--- src/common/eqs_pkg.sv ---
// Package with the constants, types and register map of the equalizer serial mode controller.
package eqs_pkg;

    // ------------------------------------------------------------
    // Register offsets (7-bit register address space)
    // ------------------------------------------------------------
    localparam logic [6:0] EQS_ADDR_PART_ID = 7'h00;
    localparam logic [6:0] EQS_ADDR_STATUS = 7'h01;
    localparam logic [6:0] EQS_ADDR_LENGTH = 7'h02;
    localparam logic [6:0] EQS_ADDR_EQ_CTRL = 7'h05;

    // ------------------------------------------------------------
    // Field positions and reset values
    // ------------------------------------------------------------
    localparam int EQS_CTRL_MODE_LSB = 0;
    localparam int EQS_CTRL_COAX_BIT = 4;
    localparam int EQS_ADDR_RW_BIT = 7;
    localparam logic [7:0] EQS_LENGTH_RST = 8'h00;
    localparam logic [4:0] EQS_CTRL_RST = 5'h00;

    // ------------------------------------------------------------
    // Mode field codes
    // ------------------------------------------------------------
    localparam logic [1:0] EQS_MODE_CONT = 2'h0;
    localparam logic [1:0] EQS_MODE_LOSS = 2'h1;
    localparam logic [1:0] EQS_MODE_RESET = 2'h2;
    localparam logic [1:0] EQS_MODE_MANUAL = 2'h3;

    // ------------------------------------------------------------
    // Counts and timing
    // ------------------------------------------------------------
    localparam logic [3:0] EQS_BYTE_LAST = 4'h7;
    localparam logic [6:0] EQS_LINES_TO_LOCK = 7'h64;
    localparam logic [5:0] EQS_COAX_MAX_LEN = 6'h14;
    localparam int EQS_CLK_MHZ = 125;
    localparam int EQS_LOSS_TIME_US = 1000;
    localparam int EQS_LOSS_CYC = EQS_LOSS_TIME_US * EQS_CLK_MHZ;
    localparam int EQS_LOSS_W = 24;

    // ------------------------------------------------------------
    // Types
    // ------------------------------------------------------------
    typedef enum logic [1:0] {
        EQS_PH_ADDR,
        EQS_PH_WRITE,
        EQS_PH_READ,
        EQS_PH_DONE
    } eqs_phase_e;

    typedef struct packed {
        logic settled;
        logic overloaded;
        logic color;
        logic nominal_pol;
        logic dll_locked;
        logic present;
    } eqs_status_s;

    typedef struct packed {
        logic freeze;
        logic restart;
        logic manual;
        logic coax;
        logic [5:0] length;
        logic invert;
        logic auto_polarity;
        logic locked;
    } eqs_eq_ctrl_s;

endpackage : eqs_pkg

--- src/design/eqs_serial_mode_ctrl.sv ---
// Three-wire serial register port and equalization mode controller.
`timescale 1ns/1ps

module eqs_serial_mode_ctrl
    import eqs_pkg::*;
#(
    parameter int unsigned LOSS_CYCLES = EQS_LOSS_CYC,
    parameter logic [3:0] PART_CODE = 4'h9,  // Arbitrary value.
    parameter logic [3:0] SILICON_REV = 4'h0  // Arbitrary value.
) (
    input wire logic core_clk,
    input wire logic rst_n,
    input wire logic sck,
    input wire logic serial_select,
    input wire logic serial_data_line_in,
    output logic serial_data_line_out,
    output logic serial_data_line_oe,
    input wire logic invert_pin,
    input wire eqs_status_s eq_status,
    input wire logic line_strobe,
    input wire logic eq_changed,
    output eqs_eq_ctrl_s eq_ctrl
);

    // ------------------------------------------------------------
    // State
    // ------------------------------------------------------------
    typedef struct packed {
        logic sck_m;
        logic sck_s;
        logic sck_d;
        logic sel_m;
        logic sel_s;
        logic dl_m;
        logic dl_s;
        logic inv_m;
        logic inv_s;
        eqs_phase_e phase;
        logic [3:0] bit_cnt;
        logic [7:0] shift;
        logic [6:0] addr;
        logic [7:0] rd_shift;
        logic dl_out;
        logic dl_oe;
        logic [7:0] length;
        logic [4:0] ctrl;
        logic restart;
        logic locked;
        logic [6:0] lines;
        logic [EQS_LOSS_W-1:0] loss_cnt;
        logic loss_long;
    } eqs_state_s;

    eqs_state_s q;
    eqs_state_s n;
    logic sck_rise;
    logic [7:0] in_byte;
    logic wr_fire;
    logic [1:0] mode;
    logic freeze_now;

    assign sck_rise = q.sck_s & ~q.sck_d;
    assign in_byte = {q.shift[6:0], q.dl_s};
    assign mode = q.ctrl[EQS_CTRL_MODE_LSB +: 2];
    assign freeze_now = q.locked & (mode == EQS_MODE_RESET | mode == EQS_MODE_LOSS);

    // Register read mux; unmapped addresses read as zero.
    function automatic logic [7:0] read_reg(input logic [6:0] a, input eqs_state_s s,
                                            input eqs_status_s st);
        logic [7:0] v;
        v = 8'h00;
        unique case (a)
            EQS_ADDR_PART_ID: v = {PART_CODE, SILICON_REV};
            EQS_ADDR_STATUS: v = {2'h0, st};
            EQS_ADDR_LENGTH: v = s.length;
            EQS_ADDR_EQ_CTRL: v = {3'h0, s.ctrl};
            default: v = 8'h00;
        endcase
        return v;
    endfunction : read_reg

    // ------------------------------------------------------------
    // Next-state logic
    // ------------------------------------------------------------
    // Pins pass two flops; the second stage feeds the logic, and sck adds a third flop for edge detection.
    always_comb begin
        n = q;
        wr_fire = 1'b0;
        n.restart = 1'b0;
        n.sck_m = sck;
        n.sck_s = q.sck_m;
        n.sck_d = q.sck_s;
        n.sel_m = serial_select;
        n.sel_s = q.sel_m;
        n.dl_m = serial_data_line_in;
        n.dl_s = q.dl_m;
        n.inv_m = invert_pin;
        n.inv_s = q.inv_m;

        // Serial frame engine. Clocks past the sixteenth are ignored.
        if (!q.sel_s) begin
            n.phase = EQS_PH_ADDR;
            n.bit_cnt = 4'h0;
            n.dl_oe = 1'b0;
        end else if (sck_rise) begin
            n.bit_cnt = q.bit_cnt + 4'h1;
            unique case (q.phase)
                EQS_PH_ADDR: begin
                    n.shift = in_byte;
                    if (q.bit_cnt == EQS_BYTE_LAST) begin
                        n.bit_cnt = 4'h0;
                        n.addr = in_byte[6:0];
                        n.rd_shift = read_reg(in_byte[6:0], q, eq_status);
                        n.phase = in_byte[EQS_ADDR_RW_BIT] ? EQS_PH_READ : EQS_PH_WRITE;
                    end
                end
                EQS_PH_WRITE: begin
                    n.shift = in_byte;
                    if (q.bit_cnt == EQS_BYTE_LAST) begin
                        n.phase = EQS_PH_DONE;
                        wr_fire = 1'b1;
                    end
                end
                EQS_PH_READ: begin
                    n.dl_oe = 1'b1;
                    n.dl_out = q.rd_shift[7];
                    n.rd_shift = {q.rd_shift[6:0], 1'b0};
                    if (q.bit_cnt == EQS_BYTE_LAST) begin
                        n.phase = EQS_PH_DONE;
                    end
                end
                EQS_PH_DONE: begin
                    n.bit_cnt = q.bit_cnt;
                end
            endcase
        end

        // Register writes. Reserved control bits are dropped on purpose.
        if (wr_fire) begin
            if (q.addr == EQS_ADDR_LENGTH) begin
                n.length = in_byte;
            end
            if (q.addr == EQS_ADDR_EQ_CTRL) begin
                n.ctrl = in_byte[4:0];
                // Only software can restart the reset-lock mode; polarity
                // changes never reach this term.
                if (in_byte[1:0] == EQS_MODE_RESET && mode == EQS_MODE_CONT) begin
                    n.restart = 1'b1;
                end
            end
        end

        // Signal loss timer: only a long absence arms a restart on return.
        n.loss_cnt = '0;
        if (mode == EQS_MODE_LOSS) begin
            if (!eq_status.present) begin
                n.loss_cnt = q.loss_cnt;
                if (q.loss_cnt == LOSS_CYCLES[EQS_LOSS_W-1:0]) begin
                    n.loss_long = 1'b1;
                end else begin
                    n.loss_cnt = q.loss_cnt + 1'b1;
                end
            end else if (q.loss_long) begin
                n.loss_long = 1'b0;
                n.restart = 1'b1;
            end
        end else begin
            n.loss_long = 1'b0;
        end

        // Lock tracking. Once frozen, adaptation changes are not counted.
        if (n.restart || (eq_changed && !freeze_now)) begin
            n.locked = 1'b0;
            n.lines = 7'h00;
        end else if (!q.locked && line_strobe) begin
            n.lines = q.lines + 7'h01;
            if (q.lines == EQS_LINES_TO_LOCK - 7'h01) begin
                n.locked = 1'b1;
            end
        end
    end

    // ------------------------------------------------------------
    // State register
    // ------------------------------------------------------------
    always_ff @(posedge core_clk) begin
        if (!rst_n) begin
            q <= '0;
            q.length <= EQS_LENGTH_RST;
            q.ctrl <= EQS_CTRL_RST;
        end else begin
            q <= n;
        end
    end

    // ------------------------------------------------------------
    // Outputs
    // ------------------------------------------------------------
    // Coax lengths clamp so codes past the last useful step add nothing.
    always_comb begin
        eq_ctrl.manual = (mode == EQS_MODE_MANUAL);
        eq_ctrl.freeze = freeze_now;
        eq_ctrl.restart = q.restart;
        eq_ctrl.locked = q.locked;
        eq_ctrl.coax = eq_ctrl.manual & q.ctrl[EQS_CTRL_COAX_BIT];
        eq_ctrl.length = q.length[5:0];
        if (eq_ctrl.coax && q.length[5:0] > EQS_COAX_MAX_LEN) begin
            eq_ctrl.length = EQS_COAX_MAX_LEN;
        end
        eq_ctrl.auto_polarity = ~eq_ctrl.manual;
        eq_ctrl.invert = eq_ctrl.manual ? q.inv_s : ~eq_status.nominal_pol;
    end

    assign serial_data_line_out = q.dl_out;
    assign serial_data_line_oe = q.dl_oe;
endmodule : eqs_serial_mode_ctrl

--- config.mk ---
export PLATFORM = sky130hd
export DESIGN_NAME = eqs_serial_mode_ctrl
export DESIGN_NICKNAME = d
export VERILOG_FILES = /design/src/common/eqs_pkg.sv /design/src/design/eqs_serial_mode_ctrl.sv
export SDC_FILE = /design/constraint.sdc
export NUM_CORES = 1
export LEC_CHECK = 0
export BUFFER_PORTS_ARGS = -buffer_cell sky130_fd_sc_hd__buf_2
export CORE_ASPECT_RATIO = 1.2
export CORE_MARGIN = 1.5
export CORE_UTILIZATION = 65
export CTS_BUF_LIST = sky130_fd_sc_hd__clkbuf_4 sky130_fd_sc_hd__clkbuf_8 sky130_fd_sc_hd__clkbuf_16
export DETAILED_ROUTE_END_ITERATION = 8
export PLACE_DENSITY = 0.85
export RECOVER_POWER = 100
export SYNTH_ARGS = -nofsm -noshare
export SYNTH_HDL_FRONTEND = slang
export SYNTH_SLANG_ARGS = --single-unit
--- constraint.sdc ---
create_clock -name core_clk -period 4.6 [get_ports core_clk]
set_input_delay 0.23 -clock core_clk [delete_from_list [all_inputs] [get_ports core_clk]]
set_output_delay 0.23 -clock core_clk [all_outputs]
set_load 0.05 [all_outputs]
== After elaboration in Yosys (flattened, before gate mapping) ==
Index checks and enable logic that the tools add are counted.
Word-level totals
  input port bits: 14
  register bits after elaboration: 86
Operators by class
  muxes and demuxes: 20
  eq/ne operators: 17
  bitwise operators: 10
  $lt $le $gt $ge: 1
  $add $sub $neg: 3
  reductions and logical operators: 27
Operators by type and width (number)
  $pmux 8 s4: 1
  $add 24x1->24 const B: 1
  $eq 24x17->1 const B: 1
  $pmux 8 s2: 1
  $eq 7x2->1 const B: 2
  $eq 7x3->1 const B: 2
  $mux 6: 2
  $reduce_and 2->1: 6
  $reduce_and 4->1: 3
  $mux 1: 11
  $eq 2x2->1 const B: 5
  $mux 8: 1
  $pmux 4 s2: 1
  $add 7x1->7 const B: 1
  $eq 7x1->1 const B: 1
  $eq 7x7->1 const B: 1
  $logic_not 7->1: 1
  $gt 6x5->1 const B: 1
  $not 1->1: 6
  $reduce_and 3->1: 2
  $reduce_or 2->1: 3
  $add 4x1->4 const B: 1
  $eq 2x1->1 const B: 2
  $eq 4x3->1 const B: 1
  other kinds (12): 21

== Depth between registers and ports, before layout ==
  depth in word-level cells: 11
  depth in mapped cells: 7

== Worst setup path before layout ==
Ideal clock, no wire load.
  path type: reg2out
  from: register q (netlist bit mode[0])
  to: output eq_ctrl[5] (netlist name)
  slack: 2200 ps
  required time: 4370 ps
  arrival time: 2170 ps
  stages on the path, launching flop included: 5
  path through: dfxtp_1 ha_1 and2_1 a21boi_0 or2_2
RTL lines
  start, declared: line eqs_serial_mode_ctrl.sv:54  | eqs_state_s q;
  start signal, assigned: line eqs_serial_mode_ctrl.sv:192  | q <= n;
  end, declared: line eqs_serial_mode_ctrl.sv:22  | output eqs_eq_ctrl_s eq_ctrl

== Worst setup path in the final report ==
  from: input rst_n
  to: register q[21] (netlist name)
On the way
  word-level cells in the longest chain between the ends: 2
Ends and longest elaborated chain
  start, declared: line eqs_serial_mode_ctrl.sv:12  | input wire logic rst_n,
  $not 1->1 (no source line)
  $reduce_or 3->1 (no source line)
No other way between the ends.
A chain may end at the register's enable or synchronous reset.

==> results.json <==
{
  "status": "complete, but fails checks",
  "violations": "capacitance limit, slew limit",
  "dp_slack_ns": 2.42,
  "hold_buffers": 0,
  "clk_pin_slew_ns": 0.09,
  "portBuffers": 28,
  "synthSimpleGateAreaFrac_pct": 27.8,
  "swShare_pct": 22.3,
  "ys_warn_count": 0,
  "clk_latency_ns": 0.35,
  "power_mw": 1.33,
  "timing.hold.ws_ns": 0.0753,
  "die_h_um": 90.9,
  "worst_pin_slew_ns": 1.63,
  "fp.coreArea_um2": 6130,
  "synth-main-ff-cell": "dfxtp_1",
  "synth_top_family_by_area": "simple AND/OR/NAND/NOR gates",
  "synth_fa_ha_area_share_pct": 3.59,
  "final_common_cell": "dfxtp_1",
  "synth_nets": 486,
  "critPathKind": "in -> reg",
  "root_buffer": "clkbuf_8",
  "wire_per_inst_um": 14.6,
  "drt_first_pass_iters": 5,
  "dieArea_um2": 6930,
  "synth_cells": 460,
  "p_sw_mw": 0.295,
  "path_delay_family": "simple AND/OR/NAND/NOR gates",
  "worstPathRequired_ns": 4.88,
  "worstSetupStartpointType": "input pin",
  "fin_crit_ns": 2.68,
  "setup_viol": 0,
  "synth_compound_area_share_pct": 11.3,
  "p_int_mw": 1.03,
  "wirelength_um": 8240,
  "netlist.area_leader.share_pct": 41.1,
  "avgViaCountPerCell": 5.86,
  "p_per_area_nw_per_um2": 297,
  "cts_buffers": 9,
  "postCtsSetupRepairBufs": 0,
  "rsz0062_at_grt": "false",
  "start_util_pct": 68.3,
  "vias": 3298,
  "maxSlewViolCount": 52,
  "synth_area_per_cell_um2": 9.10,
  "grt_max_degree": 52,
  "worstPathArrival_ns": 2.96,
  "area_delta_synth_final_pct": 6.66,
  "p_clk_share_pct": 41.0,
  "worst-path-buf-inv": 1,
  "cts.repair.resized": 0,
  "max_freq_mhz": 373,
  "power_frac_comb_pct": 2.4,
  "rows": 31,
  "min_path_type": "in -> reg",
  "gp_congestion": 0.856,
  "setup_tns_ns": 0,
  "fin_nets": 502,
  "antenna_found_initial": 0,
  "synth-seq-cells": 86,
  "htreeDepth": 3,
  "drc": 0,
  "grt_pass1_vias": 3205,
  "hpwl_um": 5740,
  "drive_gt1_share_pct": 7.90,
  "crit_slowest_cell": "clkbuf_1",
  "grt.total_usage_pct": 25.2,
  "ys_types": 56,
  "die_width_um": 76.3,
  "io_pins": 29,
  "power_frac_seq_pct": 56.7,
  "cp_max_fo": 51,
  "slew_headroom_pct": -8.94,
  "cts_tree": "built",
  "end_kind": "flip-flop",
  "clockBufferDepth": 2,
  "async_flop_share_pct": 0,
  "synth.cell_area_um2": 4190,
  "finalCritPeriodShare_pct": 58.3,
  "layout_common_cells": "dfxtp_1 (86), nand2_1 (38), nor2b_1 (35)",
  "timing.max_cap.violations": 1,
  "slowest_delay_ns": 1.15,
  "synth_edf_count": 0,
  "seq_area_frac_synth_pct": 41.1,
  "synthMuxAreaShare_pct": 7.89,
  "p_leak_nw": 1.60,
  "synth_xor_area_share_pct": 3.35,
  "worst_slack_ns": 1.92,
  "fin_util_pct": 72.9,
  "synth_top_area_cell": "dfxtp_1",
  "crit_chain": "clkbuf_1, nand3b_1, or2_2, mux2i_1",
  "cts.sinks": 86,
  "final.setup_skew_ns": 0.00973,
  "ant_nets": 0,
  "drt-initial-drc-count": 172,
  "grt_overflow": 0,
  "antenna_cells": 0,
  "grt_pass1_wl_um": 14400,
  "finalHoldViolations": 0,
  "ir_worst_vdd_mv": 0.261,
  "ys_top_cells_by_area": "dfxtp_1 (41%), mux2i_1 (7.9%), nor2b_1 (5.2%), ha_1 (3.6%), nand2_1 (3.4%)"
}
[Yosys cell counts, types with 5 or more instances]
library cell / instances
a21oi_1: 16
a31oi_1: 6
buf_4: 7
inv_1: 16
o21ai_0: 14
o21a_1: 5
mux2i_1: 33
nand3_1: 12
dfxtp_1: 86
nor4b_1: 5
o31ai_1: 7
nor2b_1: 35
and3_1: 7
nand3b_1: 5
or4_1: 6
nand2_1: 38
nor3_1: 6
nor2_1: 32
nand4_1: 11
xor2_1: 12
and2_1: 16
clkbuf_1: 8
ha_1: 12
[final timing paths]
path	cells after the start	to	slack (ns)	from
worst min register to register	1	q[82]$_SDFF_PN0_	0.44	n[82]$_SDFF_PN0_
worst max-delay path	4	q[21]$_SDFFE_PP0P_	1.92	rst_n
worst max register to register	6	eq_ctrl[0]$_SDFFE_PP0P_	2.10	q[77]$_SDFFE_PN0P_
worst min-delay path	2	n[78]$_SDFF_PN0_	0.08	invert_pin
[power by group through the flow]
stage	Sequential (mW)	Combinational, mW	Clock (mW)
final	0.752	0.0312	0.543
after global routing	0.753	0.0346	0.581
after CTS	0.752	0.0317	0.551
after detailed placement	0.769	0.0316	0
after global placement	0.769	0.0305	0
after floorplan	0.767	0.0244	0
[stage by stage]
stage | instances | instance area, um^2
2_1_floorplan | 460 | 4190
3_3_place_gp | 547 | 4280
3_5_place_dp | 547 | 4280
4_1_cts | 563 | 4490
5_1_grt | 563 | 4470
6_report | 563 | 4470
[registers in the layout, summed over array words and instances (netlist names)]
register,cells
serial_data_line_oe,1
q,67
serial_data_line_out,1
eq_ctrl,2
n,5
mode,2
in_byte,8
[cells by family (layout without fill, tap and decap cells)]
logic type | count (synthesis) | after routing
AND/OR/NAND/NOR | 204 | 204
AO/OA/AOI/OAI | 70 | 70
adder cells (fa/ha/maj) | 12 | 12
buffers and inverters | 39 | 60
flip-flops | 86 | 86
multiplexers | 33 | 33
XOR/XNOR | 16 | 16
[area by class of cell]
type / instances / area (um^2)
fill: 499 / 1660
sequential: 86 / 1720
multi-input combinational: 335 / 2250
clock inverter: 6 / 70.1
clock buffer: 10 / 138
inverter: 16 / 60.1
tap: 82 / 103
timing repair buffer: 28 / 121
[routing by layer]
layer	GRT usage [%]	vias to the layer above	share of wire, %
li1	-	1650	-
met1	30.3	1578	44
met2	45.6	54	52
met3	3.54	16	2.9
met4	8.95	0	1.3
met5	0	-	0
(Power assumes the default switching activity.)
